File: config.mk
export PLATFORM = sky130hd
export DESIGN_NAME = ext_irq_edge_detect_filter
export DESIGN_NICKNAME = d
export VERILOG_FILES = /design/src/ext_irq_pkg.sv /design/src/analog_delay_filter.sv /design/src/digital_sample_filter.sv /design/src/ext_irq_edge_detect_filter.sv
export SDC_FILE = /design/constraint.sdc
export NUM_CORES = 1
export LEC_CHECK = 0
export BUFFER_PORTS_ARGS = -buffer_cell sky130_fd_sc_hd__buf_2
export CAP_MARGIN = 15
export CELL_PAD_IN_SITES_DETAIL_PLACEMENT = 1
export CELL_PAD_IN_SITES_GLOBAL_PLACEMENT = 1
export CORE_MARGIN = 3
export CORE_UTILIZATION = 30
export DETAILED_ROUTE_END_ITERATION = 7
export GPL_TIMING_DRIVEN = 0
export PLACE_DENSITY_LB_ADDON = 0.1
export SYNTH_ARGS = -nofsm -noshare
export SYNTH_HDL_FRONTEND = slang
export SYNTH_SLANG_ARGS = --single-unit
File: constraint.sdc
create_clock -name pclk -period 5.7 [get_ports pclk]
set_input_delay 1.14 -clock pclk [delete_from_list [all_inputs] [get_ports pclk]]
set_output_delay 1.14 -clock pclk [all_outputs]
set_load 0.03 [all_outputs]
File: src/ext_irq_pkg.sv
// constants, field layouts and carriers for the external request edge detector
// What this block does
// - each pin detects rising, falling, both or none
// - group0 bit2 nmi, bits3-6 pins0-3
// - group3 select pair controls pin 7
// - group9 select pair controls pins 4-6
// - reset clears all selects and filter control
// - nmi raises nothing until an edge enabled
// - every pin but a digitally filtered pin 3 passes a persistence delay filter
// - pin 3 picks analog or digital filter
// - three-bit code picks sample clock source
// - digital filter needs three or two samples
// - filter re-initialises after sample clock change
// - stopped sample clock blocks pin3 standby release
// - pulses up to two samples (one sample in two-sample mode) are rejected
// - nmi releases stop through undelayed-clock path
package ext_irq_pkg;

  localparam int          ADDR_W             = 28;
  localparam int          NUM_PINS           = 9;
  localparam int          NMI_IDX            = 8;
  localparam int          FILT_PIN           = 3;

  // register byte addresses
  localparam logic [27:0] FALL0_ADDR         = 28'hffff300;
  localparam logic [27:0] RISE0_ADDR         = 28'hffff304;
  localparam logic [27:0] RISE3_ADDR         = 28'hffff308;
  localparam logic [27:0] FALL3_ADDR         = 28'hffff30c;
  localparam logic [27:0] FALL9_ADDR         = 28'hffff310;
  localparam logic [27:0] RISE9_ADDR         = 28'hffff314;
  localparam logic [27:0] NFC_ADDR           = 28'hffff318;
  localparam logic [27:0] STATUS_ADDR        = 28'hffff31c;
  localparam logic [27:0] MASK_ADDR          = 28'hffff320;

  // field positions
  localparam int          GRP0_NMI_BIT       = 2;
  localparam int          GRP0_PIN0_BIT      = 3;
  localparam int          GRP3_PIN7_BIT      = 1;
  localparam int          GRP9_PIN4_BIT      = 5;
  localparam int          NFC_EN_BIT         = 7;
  localparam int          NFC_CNT_BIT        = 6;
  localparam logic [7:0]  GRP0_WMASK         = 8'h7c;
  localparam logic [7:0]  GRP3_WMASK         = 8'h02;
  localparam logic [7:0]  GRP9_WMASK         = 8'he0;
  localparam logic [7:0]  NFC_WMASK          = 8'hc7;

  // reset values
  localparam logic [7:0]  SEL_RESET          = 8'h00;
  localparam logic [7:0]  NFC_RESET          = 8'h00;
  localparam logic [8:0]  STATUS_RESET       = 9'h000;
  localparam logic [8:0]  MASK_RESET         = 9'h000;

  // sample clock codes
  localparam logic [2:0]  SCLK_DIV64         = 3'h0;
  localparam logic [2:0]  SCLK_DIV1024       = 3'h4;
  localparam logic [2:0]  SCLK_SUB           = 3'h5;
  localparam int          DIV_W              = 10;
  localparam int          DIV64_LOG2         = 6;

  // timing
  localparam int          CLK_PERIOD_NS      = 25;
  localparam int          ANALOG_DELAY_NS    = 60;
  localparam int          ANALOG_DELAY_CYC   = (ANALOG_DELAY_NS + CLK_PERIOD_NS - 1) / CLK_PERIOD_NS;
  localparam int          SAMPLES_THREE      = 3;
  localparam int          SAMPLES_TWO        = 2;

  typedef struct packed {
    logic [NUM_PINS-1:0] fall;
    logic [NUM_PINS-1:0] rise;
  } edge_sel_s;

  typedef struct packed {
    logic       digital;
    logic       two_samples;
    logic [2:0] clk_sel;
  } filt_cfg_s;

endpackage : ext_irq_pkg

File: src/analog_delay_filter.sv
// persistence filter: the output follows a level only after it has held steady
`timescale 1ns/1ps
module analog_delay_filter
  import ext_irq_pkg::*;
#(
  parameter int DELAY_CYC = ANALOG_DELAY_CYC
) (
  // clock and reset
  input  wire logic pclk,
  input  wire logic presetn,
  // level
  input  wire logic din,
  output logic      dout
);

  logic [7:0] hold_cnt;
  wire        differs = din != dout;
  wire        settled = hold_cnt >= 8'(DELAY_CYC - 1);

  always_ff @(posedge pclk or negedge presetn) begin
    if (!presetn) begin
      hold_cnt <= 8'h00;
      dout     <= 1'b0;
    end else if (!differs) begin
      hold_cnt <= 8'h00;
    end else if (settled) begin
      hold_cnt <= 8'h00;
      dout     <= din;
    end else begin
      hold_cnt <= hold_cnt + 8'h01;
    end
  end

endmodule : analog_delay_filter

File: src/digital_sample_filter.sv
// sampling noise filter: a level change needs N equal consecutive samples
`timescale 1ns/1ps
module digital_sample_filter
  import ext_irq_pkg::*;
(
  // clock and reset
  input  wire logic pclk,
  input  wire logic presetn,
  // control
  input  wire logic sample_en,
  input  wire logic two_samples,
  input  wire logic restart,
  // level
  input  wire logic din,
  output logic      dout
);

  logic [2:0] samples;
  logic [1:0] fill;
  wire  [1:0] need      = two_samples ? 2'(SAMPLES_TWO) : 2'(SAMPLES_THREE);
  wire        all_three = (samples == 3'b111) || (samples == 3'b000);
  wire        all_two   = samples[1] == samples[0];
  wire        agree     = (fill >= need) && (two_samples ? all_two : all_three);

  always_ff @(posedge pclk or negedge presetn) begin
    if (!presetn) begin
      samples <= 3'b000;
      fill    <= 2'h0;
      dout    <= 1'b0;
    end else if (restart) begin
      fill    <= 2'h0;
    end else if (sample_en) begin
      samples <= {samples[1:0], din};
      if (fill != 2'h3) begin
        fill <= fill + 2'h1;
      end
    end else if (agree) begin
      dout    <= samples[0];
    end
  end

endmodule : digital_sample_filter

File: src/ext_irq_edge_detect_filter.sv
// external request pins: filtering, edge selection, request pulses and apb registers
`timescale 1ns/1ps
module ext_irq_edge_detect_filter
  import ext_irq_pkg::*;
#(
  parameter int DELAY_CYC = ANALOG_DELAY_CYC
) (
  // clock and reset
  input  wire logic              pclk,
  input  wire logic              presetn,
  // apb slave
  input  wire logic              psel,
  input  wire logic              penable,
  input  wire logic              pwrite,
  input  wire logic [ADDR_W-1:0] paddr,
  input  wire logic [31:0]       pwdata,
  output logic      [31:0]       prdata,
  output logic                   pready,
  output logic                   pslverr,
  // pins and clocks
  input  wire logic [7:0]        ext_req_pins,
  input  wire logic              nmi_pin,
  input  wire logic              subclk,
  input  wire logic              standby,
  // requests
  output logic                   nmi_req,
  output logic      [7:0]        int_req,
  output logic                   standby_wake,
  output logic                   irq
);

  // ---------------- registers ----------------
  logic [7:0]          fall0;
  logic [7:0]          rise0;
  logic [7:0]          rise3;
  logic [7:0]          fall3;
  logic [7:0]          fall9;
  logic [7:0]          rise9;
  logic [7:0]          noise_filter_control;
  logic [8:0]          status;
  logic [8:0]          mask;
  logic [8:0]          read_snap;

  // ---------------- apb decode ----------------
  wire        setup     = psel && !penable && !pready;
  wire        done      = psel && penable && pready;
  wire        wr_done   = done && pwrite && !pslverr;
  wire        rd_done   = done && !pwrite;
  wire [7:0]  wbyte     = pwdata[7:0];
  wire        hit_f0    = paddr == FALL0_ADDR;
  wire        hit_r0    = paddr == RISE0_ADDR;
  wire        hit_r3    = paddr == RISE3_ADDR;
  wire        hit_f3    = paddr == FALL3_ADDR;
  wire        hit_f9    = paddr == FALL9_ADDR;
  wire        hit_r9    = paddr == RISE9_ADDR;
  wire        hit_nfc   = paddr == NFC_ADDR;
  wire        hit_stat  = paddr == STATUS_ADDR;
  wire        hit_mask  = paddr == MASK_ADDR;
  wire        mapped    = hit_f0 | hit_r0 | hit_r3 | hit_f3 | hit_f9 |
                          hit_r9 | hit_nfc | hit_stat | hit_mask;
  wire [31:0] rd_mux    = hit_f0   ? {24'h000000, fall0} :
                          hit_r0   ? {24'h000000, rise0} :
                          hit_r3   ? {24'h000000, rise3} :
                          hit_f3   ? {24'h000000, fall3} :
                          hit_f9   ? {24'h000000, fall9} :
                          hit_r9   ? {24'h000000, rise9} :
                          hit_nfc  ? {24'h000000, noise_filter_control}   :
                          hit_stat ? {23'h000000, status} :
                          hit_mask ? {23'h000000, mask}  : 32'h00000000;

  // no wait state: pready rises the cycle after setup, so every answer is registered
  always_ff @(posedge pclk or negedge presetn) begin
    if (!presetn) begin
      pready    <= 1'b0;
      pslverr   <= 1'b0;
      prdata    <= 32'h00000000;
      read_snap <= 9'h000;
    end else begin
      pready    <= setup;
      pslverr   <= setup && !mapped;
      if (setup) begin
        prdata    <= pwrite ? 32'h00000000 : rd_mux;
        read_snap <= (!pwrite && hit_stat) ? status : 9'h000;
      end
    end
  end

  always_ff @(posedge pclk or negedge presetn) begin
    if (!presetn) begin
      fall0 <= SEL_RESET;
      rise0 <= SEL_RESET;
      rise3 <= SEL_RESET;
      fall3 <= SEL_RESET;
      fall9 <= SEL_RESET;
      rise9 <= SEL_RESET;
      noise_filter_control   <= NFC_RESET;
      mask  <= MASK_RESET;
    end else if (wr_done) begin
      if (hit_f0)   fall0 <= wbyte & GRP0_WMASK;
      if (hit_r0)   rise0 <= wbyte & GRP0_WMASK;
      if (hit_r3)   rise3 <= wbyte & GRP3_WMASK;
      if (hit_f3)   fall3 <= wbyte & GRP3_WMASK;
      if (hit_f9)   fall9 <= wbyte & GRP9_WMASK;
      if (hit_r9)   rise9 <= wbyte & GRP9_WMASK;
      if (hit_nfc)  noise_filter_control   <= wbyte & NFC_WMASK;
      if (hit_mask) mask  <= pwdata[8:0];
    end
  end

  // ---------------- edge select mapping ----------------
  edge_sel_s sel;
  assign sel.fall = {fall0[GRP0_NMI_BIT],
                     fall3[GRP3_PIN7_BIT],
                     fall9[GRP9_PIN4_BIT +: 3],
                     fall0[GRP0_PIN0_BIT +: 4]};
  assign sel.rise = {rise0[GRP0_NMI_BIT],
                     rise3[GRP3_PIN7_BIT],
                     rise9[GRP9_PIN4_BIT +: 3],
                     rise0[GRP0_PIN0_BIT +: 4]};

  filt_cfg_s cfg;
  assign cfg.digital     = noise_filter_control[NFC_EN_BIT];
  assign cfg.two_samples = noise_filter_control[NFC_CNT_BIT];
  assign cfg.clk_sel     = noise_filter_control[2:0];

  // ---------------- sample clock ----------------
  // the fxx taps stop while in standby, modelling the halted system clock
  logic [DIV_W-1:0] div_cnt;
  logic             subclk_q;
  logic [2:0]       clk_sel_q;

  always_ff @(posedge pclk or negedge presetn) begin
    if (!presetn) begin
      div_cnt   <= '0;
      subclk_q  <= 1'b0;
      clk_sel_q <= SCLK_DIV64;
    end else begin
      if (!standby) begin
        div_cnt <= div_cnt + DIV_W'(1);
      end
      subclk_q  <= subclk;
      clk_sel_q <= cfg.clk_sel;
    end
  end

  logic [4:0] div_tick;
  genvar k;
  generate
    for (k = 0; k < 5; k++) begin : g_tap
      assign div_tick[k] = !standby && (&div_cnt[DIV64_LOG2 + k - 1:0]);
    end
  endgenerate

  wire sub_tick   = subclk && !subclk_q;
  wire fxx_code   = cfg.clk_sel <= SCLK_DIV1024;
  wire sub_code   = cfg.clk_sel == SCLK_SUB;
  // prohibited codes give no sample enable, so the digital filter simply holds
  wire sample_en  = fxx_code ? div_tick[cfg.clk_sel] : (sub_code && sub_tick);
  wire clk_change = clk_sel_q != cfg.clk_sel;

  // ---------------- filtering ----------------
  wire [NUM_PINS-1:0] raw_pins = {nmi_pin, ext_req_pins};
  wire [NUM_PINS-1:0] analog_lvl;
  wire                digital_lvl;

  genvar p;
  generate
    for (p = 0; p < NUM_PINS; p++) begin : g_afilt
      analog_delay_filter #(
        .DELAY_CYC (DELAY_CYC)
      ) u_afilt (
        .pclk    (pclk),
        .presetn (presetn),
        .din     (raw_pins[p]),
        .dout    (analog_lvl[p])
      );
    end
  endgenerate

  digital_sample_filter u_dfilt (
    .pclk        (pclk),
    .presetn     (presetn),
    .sample_en   (sample_en),
    .two_samples (cfg.two_samples),
    .restart     (clk_change),
    .din         (raw_pins[FILT_PIN]),
    .dout        (digital_lvl)
  );

  // the nmi never goes through the sampling filter so it still works when fxx is halted
  wire [NUM_PINS-1:0] filt_lvl;
  generate
    for (p = 0; p < NUM_PINS; p++) begin : g_sel
      if (p == FILT_PIN) begin : g_dig
        assign filt_lvl[p] = cfg.digital ? digital_lvl : analog_lvl[p];
      end else begin : g_ana
        assign filt_lvl[p] = analog_lvl[p];
      end
    end
  endgenerate

  // ---------------- edge detection ----------------
  logic [NUM_PINS-1:0] prev_lvl;
  wire  [NUM_PINS-1:0] rose   = filt_lvl & ~prev_lvl;
  wire  [NUM_PINS-1:0] fell   = ~filt_lvl & prev_lvl;
  wire  [NUM_PINS-1:0] detect = (rose & sel.rise) | (fell & sel.fall);

  // pin 3 on a halted sample clock cannot reach the wake logic
  wire pin3_stalled  = cfg.digital && !sub_code;
  wire [NUM_PINS-1:0] wake_src = {detect[NUM_PINS-1:FILT_PIN+1],
                                  detect[FILT_PIN] && !(standby && pin3_stalled),
                                  detect[FILT_PIN-1:0]};

  always_ff @(posedge pclk or negedge presetn) begin
    if (!presetn) begin
      prev_lvl     <= '0;
      nmi_req      <= 1'b0;
      int_req      <= 8'h00;
      standby_wake <= 1'b0;
    end else begin
      prev_lvl     <= filt_lvl;
      nmi_req      <= detect[NMI_IDX];
      int_req      <= detect[7:0];
      standby_wake <= standby && (|wake_src);
    end
  end

  // ---------------- request flags and interrupt ----------------
  // a new request in the clearing cycle survives, and only bits returned by the read clear
  wire [8:0] set_bits = {nmi_req, int_req};
  wire [8:0] clr_bits = rd_done ? read_snap : 9'h000;

  always_ff @(posedge pclk or negedge presetn) begin
    if (!presetn) begin
      status <= STATUS_RESET;
      irq    <= 1'b0;
    end else begin
      status <= (status & ~clr_bits) | set_bits;
      irq    <= |(((status & ~clr_bits) | set_bits) & mask);
    end
  end

endmodule : ext_irq_edge_detect_filter

==> metrics.md, run 1 <==
| Metric | Value |
|---|---|
| Crit. End Element | flop |
| HP Class | flop to flop |
| I/O pins | 121 |
| DIE AREA | 27,900 um^2 |
| Final setup viols | 0 |
| Unrepaired setup endpoints after global routing | no |
| Sequential area share after synthesis | 58.6% |
| Root Buffer | clkbuf_16 |
| Min Tclk post-route | 3490 ps |
| Pre-CTS WS | 1760 ps |
| VDD IR-drop max | 149 uV |
| DR iter-0 viols | 256 |
| Commonest non-fill, non-tap cells in the layout | dfrtp_1, buf_2, conb_1, nand2_1, nor2_1 |
| Library cells used by synthesis | 63 |
| YS warnings | 0 |
| Logic gate share of total power | 7.9% |
| Die width | 167 um |
| Asr flop ratio synth | 100% |
| Nets | 903 |
| CP peak stage delay | 620 ps |
| Number of hold buffers added after cts | 0 |
| Detailed Routing Iterations Pass 1 | 4 |
| Routed Antenna Nets | 0 |
| Vias in the first global route | 5,912 |
| Fraction of power spent switching nets | 25.0% |
| Post-CTS Repair Setup Buffers | 0 |
| Die height | 167 um |
| Sink Count | 182 |
| Power Density | 298 nW/um^2 |
| Final hold violation count | 0 |
| Number of buffers and inverters on the critical path | 1 |
| Setup_tns | 0 ps |
| Row cnt | 58 |
| Worst slew pin tran | 1050 ps |
| Gates resized, CTS repair | 0 |
| First-pass GRT wire length | 32,500 um |
| Max-cap check violation count | 0 |
| Initial antenna violation count | 0 |
| Clock Path Buffers | 2 |
| Drc violations | 0 |
| Largest net degree at the start of global routing | 109 |
| Critical Path, Cell by Cell | clkbuf_1 > nor4_2 > nand3_1 > nor3_2 > nand2_1 > mux2_2 |
| Drt total wl | 20,300 um |
| Final RePlAce weighted congestion | 0.770 |
| Synth Register Bits | 182 |
| Slew Limit Fails | 0 |
| # H-tree levels | 4 |
| Drt via density | 4.70 |
| GRT Resource Usage Total | 14.9% |
| Worst Setup Start Kind | primary input |
| Final cycle utilization of the critical path | 61.3% |
| Post-synth EDFFs | 0 |
| Clock Skews | 12.2 ps |
| Power Internal | 0.00211 W |
| Leading cell type in the layout, fill and taps excluded | dfrtp_1 |
| Sequential share of power | 49.7% |
| Clk pwr share | 42.3% |
| Number of port buffers | 70 |
| P_sw | 0.000701 W |
| Fraction of layout cells with a size suffix above 1 | 22.7% |
| Clk Latency, worst-skew pair | 430 ps |
| Worst setup margin | 2210 ps |
| Leak | 4.50 nW |
| Worst path slowest cell | nor3_2 |
| Synthesized instance count | 646 |
| Syn-to-layout area delta | 21.1% |
| Via count | 5,385 |
| TritonCTS Buffers | 17 |
| Post-Syn Area | 7780 um^2 |
| Fmax | 286 MHz |
| Clock-pin slew on the worst setup and hold paths | 70 ps |
| Run status | completed |
| CTS tree | built |
| Post-synth top flop | dfrtp_1 |
| Critical Setup Path Class | primary input to flop |
| DR WL/cell | 17.8 um |
| CP required | 6010 ps |
| Mean Syn Cell Area | 12.0 um^2 |
| Post-DP HPWL | 15,200 um |
| Initial Util | 30.7% |
| CP Data Arrival Time | 3800 ps |
| Max FO, Critical Path | 10 |
| GRT overflow | 0 |
| Core area | 25,300 um^2 |
| Delay-heaviest family, CP | simple AND/OR/NAND/NOR gates |
| Max-Slew Margin vs Limit | 29.7% |
==> metal layers <==
layer	share of wire (%)	up-vias	GRT usage [%]
met2	51	83	26.2
met3	4.1	19	3.58
met4	1.5	0	4.48
li1	-	2509	-
met1	43	2774	18.3
met5	0	-	0
==> logic make-up after synthesis <==
logic type	after synthesis	share of synthesized area, %
AO/OA/AOI/OAI	83	7.63
AND/OR/NAND/NOR	214	14.9
adder cells (fa/ha/maj)	24	3.86
other	1	0.0482
multiplexers	50	7.45
buffers and inverters	62	4.12
XOR/XNOR	30	3.38
flip-flops	182	58.6
==> metrics by stage <==
stage               utilization (%)  cell area, um^2  hold slack, ps  instances  total power [W]
floorplan                         -             8030             352        713          0.00155
global placement               34.7             8790             367       1113          0.00163
detailed placement             34.9             8830             380       1114          0.00165
CTS                            37.2             9420             397       1145          0.00285
global route                   37.2             9420             404       1145          0.00294
finish                         37.2             9420             383       1146          0.00281
==> flip-flops by register name, summed over array words and instances, names as in the netlist, 3 cells and up <==
register                  cells
prdata                        9
noise_filter_control          5
g_afilt.u_afilt.dout          9
rise9                         3
g_afilt.u_afilt.hold_cnt     72
fall9                         3
clk_sel_q                     3
rise0                         5
read_snap                     9
status                        9
fall0                         5
mask                          9
div_cnt                      10
int_req                       8
u_dfilt.samples               3
prev_lvl                      9
==> layout make-up <==
cell class	count	area [um^2]
inverter	24	90.1
clock inverter	11	140
fill	2803	15900
multi-input combinational	469	3150
antenna	1	2.50
tap	330	413
timing repair buffer	71	388
buffer	38	230
clock buffer	20	447
sequential	182	4550
==> worst reg2reg max path, stage by stage, from the launching register on <==
cell	delay, ps
dfrtp_1	410
ha_1	240
and3_1	230
nand2_1	100
nor2_1	60
ha_1	170
and3b_1	170
o21ai_0	240
a31oi_1	160
a2111oi_0	500
mux2_2	400
==> power by group through the flow <==
stage | Combinational [W] | Sequential, W | Clock, W
2_1_floorplan | 0.000139 | 0.00141 | 0
3_3_place_gp | 0.000213 | 0.00142 | 0
3_5_place_dp | 0.000227 | 0.00142 | 0
4_1_cts | 0.000227 | 0.00140 | 0.00123
5_1_grt | 0.000253 | 0.00140 | 0.00128
6_report | 0.000223 | 0.00140 | 0.00119
==> cell usage after synthesis (all sizes together), types with 11 or more instances <==
library cell	number	share of area, %
a22o	11	1.2
buf	25	2.3
clkbuf	13	0.63
dfrtp	182	59
ha	24	3.9
inv	23	1.1
mux2	48	7.2
nand2	57	2.8
nand3	20	1.3
nand4	11	0.89
nor2	45	2.2
nor4	24	2.2
o21ai	23	1.5
xnor2	16	1.8
xor2	14	1.6
==> worst paths after layout <==
path	from	end	slack (ps)	cells after the start
max	paddr[2]	mask[0]	2210	6
min	noise_filter_control[1]	clk_sel_q[1]	380	0
max reg2reg	div_cnt[0]	u_dfilt.dout	2910	10
min reg2reg	noise_filter_control[1]	clk_sel_q[1]	380	0
max in group asynchronous	presetn	g_afilt[6].u_afilt.hold_cnt[4]	4050	2
min in group asynchronous	presetn	g_afilt[7].u_afilt.hold_cnt[1]	790	1
(Power assumes the default switching activity.)
==> inputs of run 2 (changes only) <==
--- a/config.mk
+++ b/config.mk
@@ -5,6 +5,7 @@
 export SDC_FILE = /design/constraint.sdc
 export NUM_CORES = 1
 export LEC_CHECK = 0
+export ABC_AREA = 1
 export BUFFER_PORTS_ARGS = -buffer_cell sky130_fd_sc_hd__buf_2
 export CAP_MARGIN = 15
 export CELL_PAD_IN_SITES_DETAIL_PLACEMENT = 1
==> constraint.sdc (replaced) <==
create_clock -name pclk -period 3.2 [get_ports pclk]
set_input_delay 0.64 -clock pclk [delete_from_list [all_inputs] [get_ports pclk]]
set_output_delay 0.64 -clock pclk [all_outputs]
set_load 0.03 [all_outputs]
==> run 2 against run 1 <==
Against the previous run: global-route usage decreased by 0.25 points; critical path depth increased by 1; worst setup slack got worse by 1300 ps; flip-flop and latch count unchanged; clock-buffer cell count unchanged; routed wire length decreased by 1.9%; worst hold slack got worse by 260 ps; clock skew decreased by 4.8 ps; cell count increased by 18%; sequential power increased by 79%; register-to-register slack got worse by 2000 ps; largest power group unchanged.
==> metrics.md, run 2 <==
| Metric | Value |
|---|---|
| Post-DP HPWL | 15,300 um |
| Gates resized, CTS repair | 0 |
| Core area | 26,200 um^2 |
| Die width | 170 um |
| Fill cells | 3,071 |
| Leak | 4.86 nW |
| Sequential area share after synthesis | 56.8% |
| Worst r2r path cells | 7 |
| Post-Syn Area | 8020 um^2 |
| Number of port buffers | 74 |
| Clk pwr share | 44.2% |
| Commonest cells in the netlist | nand2_1, dfrtp_1, inv_1 |
| CP peak stage delay | 420 ps |
| Library cells used by synthesis | 45 |
| Max FO, Critical Path | 10 |
| Clock Path Buffers | 2 |
| YS warnings | 0 |
| Critical Setup Path Class | flop to flop |
| Sequential share of power | 47.9% |
| Fmax | 444 MHz |
| Largest net degree at the start of global routing | 70 |
| Max-cap check violation count | 0 |
| Final setup viols | 0 |
| I/O pins | 121 |
| Initial Util | 30.6% |
| Mean Syn Cell Area | 9.47 um^2 |
| Commonest non-fill, non-tap cells in the layout | nand2_1, dfrtp_1, inv_1, buf_2, conb_1 |
| Logic gate share of total power | 7.9% |
| Via count | 5,903 |
| Worst path slowest cell | dfrtp_1 |
| Min Tclk post-route | 2250 ps |
| HP Class | primary input to asynchronous set/reset pin |
| CTS tree | built |
| DR WL/cell | 14.7 um |
| Pre-CTS WS | 554 ps |
| Power Internal | 0.00391 W |
| Post-synth EDFFs | 0 |
| VDD IR-drop max | 239 uV |
| Worst setup margin | 950 ps |
| Post-synth top flop | dfrtp_1 |
| Power Density | 533 nW/um^2 |
| DR iter-0 viols | 226 |
| Leading cell type in the layout, fill and taps excluded | nand2_1 |
| Worst slew pin tran | 845 ps |
| Worst Setup Start Kind | flop |
| Pwr Total | 0.00521 W |
| Post-CTS Repair Setup Buffers | 0 |
| Drt total wl | 20,000 um |
| Die height | 170 um |
| Unrepaired setup endpoints after global routing | no |
| Run status | completed |
| Synth Register Bits | 182 |
| Crit. End Element | flop |
| Clk Latency, worst-skew pair | 430 ps |
| DIE AREA | 28,700 um^2 |
| Slew Limit Fails | 0 |
| TritonCTS Buffers | 17 |
| First-pass GRT wire length | 32,700 um |
| Top-area cell type share of the netlist area | 56.8% |
| Largest regs | g_afilt.u_afilt.hold_cnt: 72 flops, div_cnt: 10 flops |
| Clock Skews | 7.38 ps |
| Initial antenna violation count | 0 |
| Cell area after layout | 9770 um^2 |
| Drc violations | 0 |
| Max-Slew Margin vs Limit | 43.2% |
| Syn-to-layout area delta | 21.7% |
| CP required | 3570 ps |
| Critical Path, Cell by Cell | nor3_4 > inv_2 > nor2_2 > inv_1 > nor3_1 > nand2_1 > nand2_1 |
| Number of hold buffers added after cts | 0 |
| Worst path most repeated cell | nand2_1 |
| CP Data Arrival Time | 2620 ps |
| Delay-heaviest family, CP | simple AND/OR/NAND/NOR gates |
| Vias in the first global route | 6,059 |
| Area leader, netlist | dfrtp_1 |
| Crit Reg-Reg Startpoint | pready |
| GRT Resource Usage Total | 14.7% |
| Most numerous cell in the Yosys netlist | nand2_1 |
| GRT overflow | 0 |
| Synth area leaders | dfrtp_1, nand2_1, inv_1 |
| Synthesized instance count | 847 |
| Sink Count | 182 |
| Final cycle utilization of the critical path | 70.3% |
| Routed Antenna Nets | 0 |
| Drt via density | 4.35 |
| Worst Setup SP | pready |
| # H-tree levels | 4 |
| Row cnt | 59 |
| Asr flop ratio synth | 100% |
| Number of buffers and inverters on the critical path | 2 |
| Root Buffer | clkbuf_16 |
| CP Depth | 7 |
| Max reg flops | 72 |
| Fraction of layout cells with a size suffix above 1 | 16.9% |
| Biggest register | g_afilt.u_afilt.hold_cnt |
| Final RePlAce weighted congestion | 0.756 |
| Nets | 1,109 |
| Detailed Routing Iterations Pass 1 | 4 |
| Dpl cell area | 9130 um^2 |
| Fraction of power spent switching nets | 24.9% |
| Clock-pin slew on the worst setup and hold paths | 70 ps |
| # diodes | 0 |
| P_sw | 0.00130 W |
| Final hold violation count | 0 |
## run 2: changes by cell type after synthesis, moves of 12 or more
cell | before | now
nand3_1 | 20 | 57
clkbuf_1 | 13 | 1
o21ai_1 | 3 | 20
inv_1 | 23 | 101
nor2_1 | 45 | 67
mux2_2 | 40 | 1
o21ai_0 | 20 | 43
nand2_1 | 57 | 185
## run 2: cell type report
cell class / count / area (um^2) / share of cell area, %
Inverter: 115 / 437 / 4.47
Tap cell: 335 / 419 / 4.29
Clock buffer: 20 / 447 / 4.57
Clock inverter: 12 / 191 / 1.96
Buffer: 25 / 188 / 1.92
Multi-Input combinational cell: 592 / 3090 / 31.7
Timing Repair Buffer: 76 / 435 / 4.46
Sequential cell: 182 / 4550 / 46.6
## run 2: path summary, 6_finish.rpt
kind,to,slack (ps)
min in group pclk,subclk_q,340
hold reg to reg,prev_lvl[5],430
max in group asynchronous,int_req[7],2060
hold / removal,div_cnt[5],120
setup / recovery,prdata[1],950
setup reg to reg,prdata[1],950
## run 2: per-stage QoR
step	utilization, %	TNS [ps]	cells	hold slack (ps)
floorplan	-	0	914	344
global placement	34.6	-309330	1323	412
detailed placement	34.8	0	1325	419
CTS	37.3	0	1357	127
global route	37.3	0	1357	143
finish	37.3	0	1357	121
## run 2: routing by layer
| metal | GRT usage [%] | vias to the layer above | routed length (um) |
|---|---|---|---|
| li1 | - | 2967 | - |
| met1 | 19.9 | 2832 | 9640 |
| met2 | 24.3 | 88 | 9490 |
| met3 | 2.47 | 16 | 638 |
| met4 | 4.37 | 0 | 205 |
| met5 | 0 | - | 0 |
## run 2: kinds of logic (layout without fill, tap and decap cells)
| family | after synthesis | after routing | share of synthesized area, % |
|---|---|---|---|
| AND/OR/NAND/NOR | 384 | 384 | 22.5 |
| flip-flops | 182 | 182 | 56.8 |
| buffers and inverters | 140 | 248 | 7.78 |
| AO/OA/AOI/OAI | 91 | 91 | 6.22 |
| adder cells (fa/ha/maj) | 24 | 24 | 3.74 |
| XOR/XNOR | 21 | 21 | 2.29 |
| multiplexers | 4 | 4 | 0.593 |
| other | 1 | 68 | 0.0467 |
## run 2: power groups by stage
stage | combinational (W) | sequential, W | clock, W
5_1_grt | 0.000477 | 0.00251 | 0.00248
6_report | 0.000412 | 0.00250 | 0.00230
3_5_place_dp | 0.000423 | 0.00254 | 0
3_3_place_gp | 0.000408 | 0.00254 | 0
2_1_floorplan | 0.000250 | 0.00253 | 0
4_1_cts | 0.000425 | 0.00250 | 0.00239
==> inputs of run 3 (changes only) <==
==> constraint.sdc (replaced) <==
create_clock -name pclk -period 2.1 [get_ports pclk]
set_input_delay 0.42 -clock pclk [delete_from_list [all_inputs] [get_ports pclk]]
set_output_delay 0.42 -clock pclk [all_outputs]
set_load 0.03 [all_outputs]
==> run 3 against run 2 <==
Against the previous run: total power increased by 54%; clock skew increased by 1.7 ps; routed wire length increased by 0.82%; sequential power increased by 52%; cell count increased by 0.66%; fmax increased by 11%; largest cell class unchanged.
==> metrics.md, run 3 (synthesized netlist as in run 2, its figures left out) <==
| Metric | Value |
|---|---|
| Final cycle utilization of the critical path | 96.4% |
| Post-DP HPWL | 15,300 um |
| Slew Limit Fails | 0 |
| Critical Path, Cell by Cell | ha_2 > nand3_2 > nor2_4 > nand3_2 > inv_2 > ha_1 > nor2_1 > nor2_1 > nand2_1 > nand2_1 > nand2_1 > nand2_1 > nand2_2 > nand2_2 > buf_4 > nand4_1 > nand2_1 |
| Fraction of power spent switching nets | 25.2% |
| TritonCTS Buffers | 17 |
| Commonest non-fill, non-tap cells in the layout | nand2_1, dfrtp_1, inv_1, buf_2, conb_1 |
| Largest net degree at the start of global routing | 70 |
| Crit. End Element | flop |
| Via count | 5,938 |
| Clock Path Buffers | 2 |
| Power Density | 813 nW/um^2 |
| Worst path most repeated cell | nand2_1 |
| Highest metal used | met4 |
| Worst path slowest cell | dfrtp_1 |
| Final RePlAce weighted congestion | 0.756 |
| Drc violations | 0 |
| Initial Util | 30.6% |
| Largest regs | g_afilt.u_afilt.hold_cnt: 72 flops, div_cnt: 10 flops |
| Final hold violation count | 0 |
| Unrepaired setup endpoints after global routing | yes |
| Drt via density | 4.35 |
| Leak | 4.91 nW |
| Clk Latency, worst-skew pair | 430 ps |
| Biggest register | g_afilt.u_afilt.hold_cnt |
| # H-tree levels | 4 |
| Final setup viols | 0 |
| Sequential Area | 4550 um^2 |
| Non-Filler Instances | 1,366 |
| Initial antenna violation count | 0 |
| Hold path depth | 1 |
| Core Util, Final | 37.7% |
| Fmax | 494 MHz |
| Clock-pin slew on the worst setup and hold paths | 70 ps |
| Crit Reg-Reg Startpoint | div_cnt[1] |
| Pwr Total | 0.00802 W |
| CP peak stage delay | 370 ps |
| CP Depth | 17 |
| DIE AREA | 28,700 um^2 |
| Fill cells | 3,065 |
| Clock Skews | 9.09 ps |
| Power Internal | 0.00601 W |
| Sequential share of power | 47.4% |
| GRT Resource Usage Total | 14.7% |
| Delay-heaviest family, CP | simple AND/OR/NAND/NOR gates |
| GRT overflow | 0 |
| Fraction of layout cells with a size suffix above 1 | 18.2% |
| Core area | 26,200 um^2 |
| CP Data Arrival Time | 2400 ps |
| Routed Antenna Nets | 0 |
| P_sw | 0.00202 W |
| Wl on met1 | 9630 um |
| Worst r2r path cells | 17 |
| Sink Count | 182 |
| HP Class | primary input to flop |
| I/O pins | 121 |
| Met2 Routed Length | 9600 um |
| Min Tclk post-route | 2020 ps |
| Logic gate share of total power | 8.8% |
| Routed wl met3 | 713 um |
| Syn-to-layout area delta | 23.1% |
| Max-Slew Margin vs Limit | 42.6% |
| Die height | 170 um |
| First-pass GRT wire length | 32,800 um |
| # diodes | 0 |
| Drt total wl | 20,100 um |
| Run status | completed |
| Worst Setup Start Kind | flop |
| Worst slew pin tran | 854 ps |
| Worst setup margin | 75.3 ps |
| CP required | 2470 ps |
| Area of the multi-input gates | 3130 um^2 |
| Nets | 1,118 |
| Die width | 170 um |
| Number of buffers and inverters on the critical path | 2 |
| Worst Setup SP | div_cnt[1] |
| Critical Setup Path Class | flop to flop |
| DR WL/cell | 14.7 um |
| Pre-CTS WS | -326 ps |
| Max reg flops | 72 |
| Detailed Routing Iterations Pass 1 | 5 |
| Root Buffer | clkbuf_16 |
| DR iter-0 viols | 253 |
| Clk pwr share | 43.8% |
| Vias in the first global route | 6,078 |
| Hold Startpoint | subclk |
| VDD IR-drop max | 384 uV |
| Placed cells | 1,325 |
| Number of port buffers | 74 |
| Max FO, Critical Path | 3 |
| Max-cap check violation count | 0 |
| CTS tree | built |
| Row cnt | 59 |
run 3: cell count changes in the layout (fill, tap and decap cells not counted), moves of 3 or more:
cell / previous run / this run
buf_4: 23 / 31
o21ai_1: 20 / 23
nand2_1: 185 / 182
o21ai_0: 43 / 40
run 3: final timing paths:
| path | slack [ps] | endpoint |
|---|---|---|
| setup / recovery | 80 | u_dfilt.fill[0] |
| hold / removal | 120 | subclk_q |
| setup reg to reg | 80 | u_dfilt.fill[0] |
| hold reg to reg | 430 | prev_lvl[5] |
| max in group asynchronous | 590 | int_req[7] |
| min in group asynchronous | 500 | div_cnt[5] |
run 3: per-stage QoR:
stage | TNS [ps] | hold WS, ps | cell area [um^2]
finish | 0 | 116 | 9870
global route | -489 | 96.4 | 9870
CTS | -3.12 | 90.2 | 9790
detailed placement | -1090 | 378 | 9130
global placement | -470530 | 412 | 9060
floorplan | 0 | 124 | 8270
run 3: worst register-to-register path, stage by stage (launching register included):
cell and delay (ps):
dfrtp_1 370, ha_2 220, nand3_2 110, nor2_4 150, nand3_2 80, inv_2 70, ha_1 130, nor2_1 40
nor2_1 100, nand2_1 60, nand2_1 70, nand2_1 60, nand2_1 70, nand2_2 70, nand2_2 110, buf_4 120
nand4_1 80, nand2_1 70
run 3: final cells by class:
cell class,count,area share (%)
Sequential cell,182,46.1
Multi-Input combinational cell,592,31.7
Timing Repair Buffer,85,5.12
Clock buffer,20,4.53
Inverter,115,4.42
Tap cell,335,4.25
Clock inverter,12,1.94
Buffer,25,1.90
run 3: metal layers:
metal | GRT usage [%] | up-vias
met5 | 0 | -
met4 | 4.37 | 0
met3 | 2.47 | 10
met2 | 24.4 | 97
met1 | 19.9 | 2848
li1 | - | 2983
run 3: power by group through the flow:
stage / registers [W] / clock network (W) / logic, W
2_1_floorplan: 0.00386 / 0 / 0.000381
3_3_place_gp: 0.00387 / 0 / 0.000622
3_5_place_dp: 0.00387 / 0 / 0.000645
4_1_cts: 0.00380 / 0.00364 / 0.000670
5_1_grt: 0.00383 / 0.00378 / 0.000806
6_report: 0.00380 / 0.00352 / 0.000705
run 3: repair_timing:
action / 4_1_cts / 5_1_grt
endpoints found under the hold margin: 52 / 0
gates resized for setup: 2 / 11
pin swaps: 0 / 7
hold buffers: 1 / 0
buffers inserted: 1 / 7
setup endpoints to repair: 5 / 8
